**src/shared/qpfet_pkg.sv**
```systemverilog
// Shared constants for the quad-phase fetch/execute timing block
package qpfet_pkg;
   // Phase counter encoding: one instruction cycle is four oscillator periods
   localparam int               PHASE_COUNT   = 4;
   localparam logic [1:0]       PHASE_ONE_IDX = 2'h0;
   localparam logic [1:0]       PHASE_TWO_IDX = 2'h1;
   localparam logic [1:0]       PHASE_THR_IDX = 2'h2;
   localparam logic [1:0]       PHASE_FOU_IDX = 2'h3;
   // Reset values
   localparam logic [1:0]       PHASE_RESET   = 2'h3;
   localparam logic [10:0]      PC_RESET      = 11'h000;
   localparam logic [11:0]      NOP_WORD      = 12'h000;
   // Synchroniser depth for pin inputs
   localparam int               SYNC_STAGES   = 2;
   // Phase one-hot codes
   typedef enum logic [3:0] {
      PH_ONE   = 4'h1,
      PH_TWO   = 4'h2,
      PH_THREE = 4'h4,
      PH_FOUR  = 4'h8
   } qpfet_phase_e;
endpackage : qpfet_pkg

```
**src/core/qpfet_core_timing.sv**
```systemverilog
// Core timing: phases, two-stage fetch/execute pipeline and quarter-rate clock
`timescale 1ns/1ps
module qpfet_core_timing
   import qpfet_pkg::*;
#(
   // Program counter width sets the reach of program space
   parameter int PC_WIDTH   = 11,
   // Instruction word width, as stored in program memory
   parameter int WORD_WIDTH = 12
)(
   input  wire logic                  clock,
   input  wire logic                  reset,
   input  wire logic                  master_reset_n,
   input  wire logic                  rc_mode,
   input  wire logic [WORD_WIDTH-1:0] program_word,
   input  wire logic                  pc_load,
   input  wire logic [PC_WIDTH-1:0]   pc_target,
   output logic      [PC_WIDTH-1:0]   program_address,
   output logic      [WORD_WIDTH-1:0] instruction,
   output logic                       instruction_valid,
   output logic                       phase_one,
   output logic                       phase_two,
   output logic                       phase_three,
   output logic                       phase_four,
   output logic                       operand_read,
   output logic                       destination_write,
   output logic                       oscillator_secondary_pin,
   output logic                       oscillator_secondary_oe
);
   import qpfet_pkg::*;

   // Master reset and mode pins are asynchronous to the core clock, so each
   // passes two flip-flops; the first stage only feeds the second. The price
   // is two cycles of latency on entry to and exit from pin reset.
   logic [SYNC_STAGES-1:0] resetSync;
   logic [SYNC_STAGES-1:0] next_resetSync;
   logic                   coreReset;
   logic                   rcSync1;
   logic                   rcSync2;
   logic                   next_rcSync1;
   logic                   next_rcSync2;

   // Shift the pin levels one stage per clock
   always_comb
   begin
      next_resetSync = {resetSync[SYNC_STAGES-2:0], master_reset_n};
      next_rcSync1   = rc_mode;
      next_rcSync2   = rcSync1;
   end

   // Synchroniser flops clear only on the system reset, not on the pin reset they make
   always_ff @(posedge clock)
   begin
      if (reset)
      begin
         resetSync <= '0;
         rcSync1   <= 1'b0;
         rcSync2   <= 1'b0;
      end
      else
      begin
         resetSync <= next_resetSync;
         rcSync1   <= next_rcSync1;
         rcSync2   <= next_rcSync2;
      end
   end

   // Low on the pin holds the phase ring, pipeline and outputs in reset; the synchronisers keep running
   assign coreReset = reset | ~resetSync[SYNC_STAGES-1];

   // Divide-by-four ring, parked in phase four while any reset is held
   qpfet_phase_e phase;

   qpfet_phase_gen qpfet_phase_gen_inst
   (
      .clock (clock),
      .reset (coreReset),
      .phase (phase)
   );

   // Pipeline state
   logic [PC_WIDTH-1:0]   pc;
   logic [PC_WIDTH-1:0]   next_pc;
   logic [WORD_WIDTH-1:0] fetchLatch;
   logic [WORD_WIDTH-1:0] next_fetchLatch;
   logic                  fetchValid;
   logic                  next_fetchValid;
   logic                  instructionValid;
   logic                  jumpTaken;
   logic [WORD_WIDTH-1:0] next_instruction;
   logic                  next_instructionValid;
   logic [PC_WIDTH-1:0]   next_programAddress;
   logic                  next_phaseOne;
   logic                  next_phaseTwo;
   logic                  next_phaseThree;
   logic                  next_phaseFour;
   logic                  next_operandRead;
   logic                  next_destinationWrite;
   logic                  next_quarter_rate_clock_output;
   logic                  next_clkOutOe;

   // A jump is honoured only from a live instruction at the close of phase four;
   // a no-operation slot ignores the request, so one flush cannot chain another
   assign jumpTaken = (phase == PH_FOUR) && pc_load && instructionValid;

   // Fetch and execute overlap: while the register executes, the latch fills.
   // A jump target is taken in phase four, so the word fetched that cycle is
   // stale and is executed as a no-operation, costing one extra cycle.
   always_comb
   begin
      next_pc               = pc;
      next_fetchLatch       = fetchLatch;
      next_fetchValid       = fetchValid;
      next_instruction      = instruction;
      next_instructionValid = instructionValid;
      unique case (phase)
         PH_FOUR:
         begin
            // Next cycle is phase one: advance address and move word to execute
            // Address wraps from the top of program space back to zero
            next_pc               = pc + PC_WIDTH'(1);
            next_instruction      = fetchValid ? fetchLatch : NOP_WORD;
            next_instructionValid = fetchValid;
         end
         PH_THREE:
         begin
            // Word latched as phase four begins
            next_fetchLatch = program_word;
            next_fetchValid = 1'b1;
         end
         PH_ONE:
         begin
            // Latch counts as empty until the next fill, so a word from before
            // a reset can never reach the instruction register
            next_fetchValid = 1'b0;
         end
         PH_TWO:
         begin
            // Operand read and execution belong to the datapath; nothing to step
         end
         default:
         begin
         end
      endcase
      // Executing jump redirects the fetch address and voids the prefetch;
      // the word already in the latch is the sequential one and is dropped
      if (jumpTaken)
      begin
         next_pc               = pc_target;
         next_instruction      = NOP_WORD;
         next_instructionValid = 1'b0;
      end
   end

   // Valid flag leaves the block straight from its flop
   assign instruction_valid = instructionValid;

   // Phase strobes are registered one cycle early so they align with phase;
   // decoding from the ring state one phase ahead keeps the outputs glitch free
   // and costs no extra cycle of latency
   always_comb
   begin
      next_programAddress   = next_pc;
      next_phaseOne         = (phase == PH_FOUR);
      next_phaseTwo         = (phase == PH_ONE);
      next_phaseThree       = (phase == PH_TWO);
      next_phaseFour        = (phase == PH_THREE);
      next_operandRead      = (phase == PH_ONE) && instructionValid;
      next_destinationWrite = (phase == PH_THREE) && instructionValid;
      // High in phases one and two, low in three and four: quarter rate
      next_quarter_rate_clock_output           = (phase == PH_FOUR) || (phase == PH_ONE);
      // Mode pin only steers the pin driver; the divider itself never stops
      next_clkOutOe         = rcSync2;
   end

   // Pipeline and output registers; every top-level output leaves from a flop.
   // Strobes idle low in reset so no phase is ever seen while held.
   always_ff @(posedge clock)
   begin
      if (coreReset)
      begin
         pc                       <= PC_RESET;
         fetchLatch               <= NOP_WORD;
         fetchValid               <= 1'b0;
         instruction              <= NOP_WORD;
         instructionValid         <= 1'b0;
         program_address          <= PC_RESET;
         phase_one                <= 1'b0;
         phase_two                <= 1'b0;
         phase_three              <= 1'b0;
         phase_four               <= 1'b0;
         operand_read             <= 1'b0;
         destination_write        <= 1'b0;
         oscillator_secondary_pin <= 1'b0;
         oscillator_secondary_oe  <= 1'b0;
      end
      else
      begin
         pc                       <= next_pc;
         fetchLatch               <= next_fetchLatch;
         fetchValid               <= next_fetchValid;
         instruction              <= next_instruction;
         instructionValid         <= next_instructionValid;
         program_address          <= next_programAddress;
         phase_one                <= next_phaseOne;
         phase_two                <= next_phaseTwo;
         phase_three              <= next_phaseThree;
         phase_four               <= next_phaseFour;
         operand_read             <= next_operandRead;
         destination_write        <= next_destinationWrite;
         oscillator_secondary_pin <= next_quarter_rate_clock_output & next_clkOutOe;
         oscillator_secondary_oe  <= next_clkOutOe;
      end
   end
endmodule : qpfet_core_timing

```
**src/core/qpfet_phase_gen.sv**
```systemverilog
// Divide-by-four phase generator producing one-hot non-overlapping phases
`timescale 1ns/1ps
module qpfet_phase_gen
   import qpfet_pkg::*;
(
   input  wire logic                clock,
   input  wire logic                reset,
   output qpfet_pkg::qpfet_phase_e  phase
);
   import qpfet_pkg::*;

   qpfet_phase_e next_phase;

   // Ring advance; reset parks in phase four so the first cycle starts in phase one
   always_comb
   begin
      unique case (phase)
         PH_ONE:   next_phase = PH_TWO;
         PH_TWO:   next_phase = PH_THREE;
         PH_THREE: next_phase = PH_FOUR;
         PH_FOUR:  next_phase = PH_ONE;
         default:  next_phase = PH_ONE;
      endcase
   end

   // Phase register
   always_ff @(posedge clock)
   begin
      if (reset)
         phase <= PH_FOUR;
      else
         phase <= next_phase;
   end
endmodule : qpfet_phase_gen

```
**config.mk**
```make
export PLATFORM = sky130hd
export DESIGN_NAME = qpfet_core_timing
export DESIGN_NICKNAME = d
export VERILOG_FILES = /design/src/shared/qpfet_pkg.sv /design/src/core/qpfet_core_timing.sv /design/src/core/qpfet_phase_gen.sv
export SDC_FILE = /design/constraint.sdc
export NUM_CORES = 1
export LEC_CHECK = 0
export BUFFER_PORTS_ARGS = -buffer_cell sky130_fd_sc_hd__buf_4
export CAP_MARGIN = 15
export CORE_MARGIN = 10
export CORE_UTILIZATION = 35
export CTS_BUF_LIST = sky130_fd_sc_hd__clkbuf_8
export CTS_CLUSTER_SIZE = 30
export DETAILED_ROUTE_END_ITERATION = 8
export GPL_ROUTABILITY_DRIVEN = 0
export RECOVER_POWER = 25
export SLEW_MARGIN = 15
export SYNTH_ARGS = -nofsm -noshare
export SYNTH_HDL_FRONTEND = slang
export SYNTH_HIERARCHICAL = 1
export SYNTH_SLANG_ARGS = --single-unit
```
**constraint.sdc**
```tcl
create_clock -name clock -period 2.55 [get_ports clock]
set_clock_uncertainty 0.2 [all_clocks]
set_input_delay 0.3825 -clock clock [delete_from_list [all_inputs] [get_ports clock]]
set_output_delay 0.3825 -clock clock [all_outputs]
set_load 0.01 [all_outputs]
```
==> impl_metrics.ini, run 1 <==
[sta]
post-route-period-util_pct = 83.98
setup-tns-final_ns = 0
slew_headroom_pct = 51.82
hold_violations = 0
tightest_slew_ns = 0.7197
slew_violations = 0
rsz0062_at_grt = false
fin_crit_ns = 2.141
fmax_mhz = 467.0
setup_viol = 0

[yosys]
synthFlopType = dfxtp_1
syn_nets = 281
synth.avg_cell_area_um2 = 8.475
netlist_area_um2 = 2136
ys_top_cells_by_count = 55 x nand2_1, 53 x dfxtp_1, 32 x a21oi_1
netlist_instances = 252
seq_area_frac_synth_pct = 49.68
synthDistinctLibCells = 41
ys.warnings.count = 6
async_flop_share_pct = 0
synth_area_leader_cell = dfxtp_1
synth_edf_count = 0
synth_most_common_cell = nand2_1
synth_top_area_share_pct = 49.68
ys_seq_elements = 53
synth_area_leaders = dfxtp_1 50%, nand2_1 9.7%, a21oi_1 7.5%, nand3_1 4.9%, clkbuf_1 1.8%

[drt]
drt_iter0_markers = 104
viasPerCell = 5.070
wl_um = 5670
drc = 0
wl_per_cell_um = 14.77
ant_nets = 0
via_count = 1947
firstDrtPassIters = 4

[clocking]
clk_pin_slew_worst_paths_ns = 0.11
postCtsSetupBuffers = 0
cts.htree.levels = 2
cts_resized = 0
hold_buffers = 0
cts_buffers = 5
clock_sinks = 53
cts_tree = built
clockRootBuffer = clkbuf_8
worstSkewPairLatency_ns = 0.31
clockBufferDepth = 2

[placed_design]
hpwl_um = 4079
io_buffers = 59
place_area_um2 = 2635

[critical_path]
path_buf_inv = 0
crit_family = simple AND/OR/NAND/NOR gates
r2r_start = qpfet_phase_gen_inst/phase[3]
start_kind = flop
crit_type = reg2reg
critPathArrivalTime_ns = 2.12
endpoint_kind = flop
required_ns = 2.53
reg2regPathDepth = 3
reg2reg_to = instruction[8]
crit_fanout = 27
critical_path_depth = 3
path_cells = or4b_4, o21ai_2, a21oi_1
slowest_delay_ns = 0.67
ff2ff_setup_slack_ns = 0.41
cpMaxStageDelayCell = or4b_4

[final_layout]
nets = 337
diodes = 0
regArea_um2 = 1061
synthToLayoutAreaGrowth_pct = 26.30
nFillCells = 612
fin_area_um2 = 2698
drive_above_1_share_pct = 20.39
multi_input_area_um2 = 1003

[min_path]
min-delay-start = reset
worstHoldEndpoint = resetSync[1]
hp-class = in2reg
worstHoldPathCells = 2

[pwr]
ir_drop_v = 0.0002071
switchingPower_mw = 0.3296
seqPwrFrac_pct = 55.7
p_leak_nw = 0.9426
internal_power_mw = 1.170
clockPowerShare_pct = 39.8
combPwrFrac_pct = 4.5
p_per_area_nw_per_um2 = 556.0
swShare_pct = 21.97

[global_route]
grt_usage_pct = 11.48
grt_max_degree = 28
overflow = 0
grt_pass1_wl_um = 9335
grt_pass1_vias = 1873
antenna_found_initial = 0

[die]
die_y_um = 98.12
num_rows = 28
die_area_um2 = 9627
io_pins = 60
die_width_um = 98.12
core_area_um2 = 5921
initial_core_util_pct = 36.07

[status]
status = finished clean

[flow_run]
maxCapViolCount = 0
==> metrics by stage <==
stage	power, mW	cells	hold WS, ns	setup WS [ns]	utilization, %
after floorplan	0.8828	252	0.2138	0.6134	-
after global placement	0.9229	376	0.2216	0.4625	44.51
after detailed placement	0.9238	376	0.2260	0.4327	44.51
after CTS	1.510	384	0.04791	0.4121	46.51
after global routing	1.545	384	0.05477	0.2634	45.56
final	1.500	384	0.05428	0.4085	45.56
==> layer usage <==
metal  GRT usage [%]  wire (um)  part of all wire [%]
met5               0          0                     0
met4           4.139         95                   1.7
met3           2.607        212                   3.7
met1           14.07       2552                    45
met2           19.14       2810                    50
==> state kept, by name, indices dropped and copies added (netlist names) <==
signal,count
next_clkOutOe,1
phase_four,1
phase_three,1
instruction,12
phase_two,1
operand_read,1
destination_write,1
pc,11
next_rcSync2,1
fetchLatch,12
phase_one,1
oscillator_secondary_pin,1
resetSync,2
oscillator_secondary_oe,1
qpfet_phase_gen_inst/phase,4
fetchValid,1
instruction_valid,1
==> worst max path at each step <==
stage / startpoint / slack (ns) / end
2_1_floorplan: reset / 0.61 / qpfet_phase_gen_inst/phase[1]
3_3_place_gp: qpfet_phase_gen_inst/phase[2] / 0.46 / instruction[6]
3_5_place_dp: qpfet_phase_gen_inst/phase[2] / 0.43 / instruction[5]
4_1_cts: qpfet_phase_gen_inst/phase[3] / 0.41 / instruction[8]
5_1_grt: qpfet_phase_gen_inst/phase[2] / 0.26 / instruction[8]
6_report: qpfet_phase_gen_inst/phase[3] / 0.41 / instruction[8]
==> power by group through the flow <==
stage	clock network (mW)	registers (mW)	logic, mW
global placement	0	0.855	0.0678
global route	0.634	0.837	0.0733
detailed placement	0	0.855	0.0684
finish	0.597	0.836	0.0670
CTS	0.605	0.836	0.0685
floorplan	0	0.855	0.0281
==> worst reg2reg max path, cell delays in order, from the launching register on <==
cell     delay, ns
dfxtp_1       0.52
or4b_4        0.68
o21ai_2       0.53
a21oi_1       0.08
==> cells in the final DEF (no fill, tap or decap), drive strengths merged, types with 3 or more instances in the layout <==
cell type and n:
and3 3, nand4 3, a31oi 5, buf 46, nor4b 4, nand2 55, nor2 10, nor2b 5
nor3 8, clkbuf 22, o21ai 6, dfxtp 53, and2 4, nand3 21, nand2b 3, a21oi 32
==> cells by family after synthesis <==
kind of cell	synth area share, %
adders and majority gates	0.5857
buffers and inverters	3.749
AOI/OAI and AO/OA	16.17
and+or+nand+nor	29.00
DFF	49.68
xor gates and xnor gates	0.8203
==> final cells by class <==
type | instances | area share (%)
clock buffer | 5 | 2.551
clock inverter | 3 | 1.855
inverter | 1 | 0.1391
multi-input combinational | 184 | 37.20
sequential | 53 | 39.33
tap | 75 | 3.479
timing repair buffer | 63 | 15.45
No activity file was read; power rests on OpenSTA's default activity.
==> inputs of run 2 (changes only) <==
Clock period 2.55 ns to 2.1 ns, I/O delays scaled along.
==> impl_metrics.ini, run 2 (synthesis results as in run 1) <==
[placed_design]
io_buffers = 59
hpwl_um = 4133
place_ws_ns = 0.3340

[drt]
firstDrtPassIters = 4
drc = 0
viasPerCell = 4.949
wl_um = 5620
ant_nets = 0
via_count = 1945
wl_per_cell_um = 14.30
drt_iter0_markers = 140

[global_route]
overflow = 0
grt_pass1_vias = 1861
grt_usage_pct = 11.49
grt_max_degree = 27
grt_pass1_wl_um = 9370
antenna_found_initial = 0

[status]
status = finished clean

[die]
die_width_um = 98.12
initial_core_util_pct = 36.07
num_rows = 28
die_y_um = 98.12
io_pins = 60
die_area_um2 = 9627
core_area_um2 = 5921

[sta]
setup_viol = 0
rsz0062_at_grt = false
setup-tns-final_ns = 0
slew_headroom_pct = 69.72
fin_crit_ns = 1.843
fmax_mhz = 542.5
post-route-period-util_pct = 87.78
fin_ws_ns = 0.2565
hold_violations = 0
tightest_slew_ns = 0.4535
slew_violations = 0

[critical_path]
critPathArrivalTime_ns = 1.89
endpoint_kind = flop
start_kind = input port
required_ns = 2.15
crit_type = in2reg
crit_fanout = 18

[final_layout]
drive_above_1_share_pct = 20.75
diodes = 0
nets = 346
final_common_cell = nand2_1
synthToLayoutAreaGrowth_pct = 28.00
fin_util_pct = 46.18
final_cell_mix = 55 x nand2_1, 53 x dfxtp_1, 52 x buf_4
top_regs = fetchLatch (12), instruction (12), pc (11)
nFillCells = 606

[clocking]
cts_resized = 0
cts_buffers = 5
clockRootBuffer = clkbuf_8
postCtsSetupBuffers = 0
clk_pin_slew_worst_paths_ns = 0.09
cts_tree = built
cts.htree.levels = 2
worstSkewPairLatency_ns = 0.31
clockBufferDepth = 2
clock_sinks = 53

[pwr]
p_total_mw = 1.660
p_leak_nw = 0.9683
p_per_area_nw_per_um2 = 607.3
ir_drop_v = 0.0002419

[min_path]
hp-class = in2reg

[flow_run]
maxCapViolCount = 0
==> run 2: cell count changes in the layout (fill, tap and decap cells not counted), sizes merged <==
cell,delta
dlygate4sd3,+1
buf,+7
bufinv,-1
clkinvlp,+1
clkinv,-1
inv,+1
clkbuf,+1
==> run 2: worst max-delay path, cell delays in order <==
cell           delay [ns]
dlygate4sd3_1        0.53
clkbuf_1             0.15
nor2b_1              0.17
clkinv_1             0.12
buf_4                0.21
nor3_1               0.24
and2_1               0.16
==> run 2: routing by layer <==
layer  up-vias  part of all wire [%]  routed length [um]  global-route usage [%]
li1       1015                     -                   -                       -
met1       880                    47                2638                   14.97
met2        42                    47                2631                   17.87
met3         8                   4.6                 261                   2.960
met4         0                   1.6                  88                   4.027
met5         -                     0                   0                       0
==> run 2: where the power goes <==
part           switching (mW)  leakage [nW]  internal [mW]  total [mW]
sequential            0.00293         0.428           1.01        1.01
combinational          0.0400         0.494         0.0521      0.0921
clock                   0.328        0.0467          0.227       0.555
==> run 2: through the flow <==
step / cell area (um^2) / hold slack [ns] / cells
global route: 2734 / 0.01801 / 393
floorplan: 2136 / 0.1866 / 252
finish: 2734 / 0.02164 / 393
CTS: 2801 / 0.01745 / 393
detailed placement: 2708 / 0.2291 / 384
global placement: 2708 / 0.2256 / 384
==> run 2: timing repair <==
action / CTS / global route
hold buffers: 1 / 0
hold endpoints to repair: 2 / 0
setup endpoints to repair: 0 / 0
==> run 2: cell type report <==
| cell class | instances | area, um^2 | area share (%) |
|---|---|---|---|
| flip-flops and latches | 53 | 1061 | 38.81 |
| multi-input cells | 184 | 1003 | 36.70 |
| repair buffers | 72 | 488.0 | 17.85 |
| well taps | 75 | 93.84 | 3.432 |
| clock buffers | 5 | 68.82 | 2.517 |
| clock inverters | 3 | 15.01 | 0.5492 |
| inverters | 1 | 3.754 | 0.1373 |
==> run 2: path summary, 6_finish.rpt <==
check / from / to / slack [ns] / depth (start not counted)
hold reg to reg: resetSync[0] / resetSync[1] / 0.25 / 1
setup / recovery: reset / operand_read / 0.26 / 7
hold / removal: rc_mode / next_rcSync2 / 0.02 / 2
setup reg to reg: qpfet_phase_gen_inst/phase[0] / pc[0] / 0.31 / 3
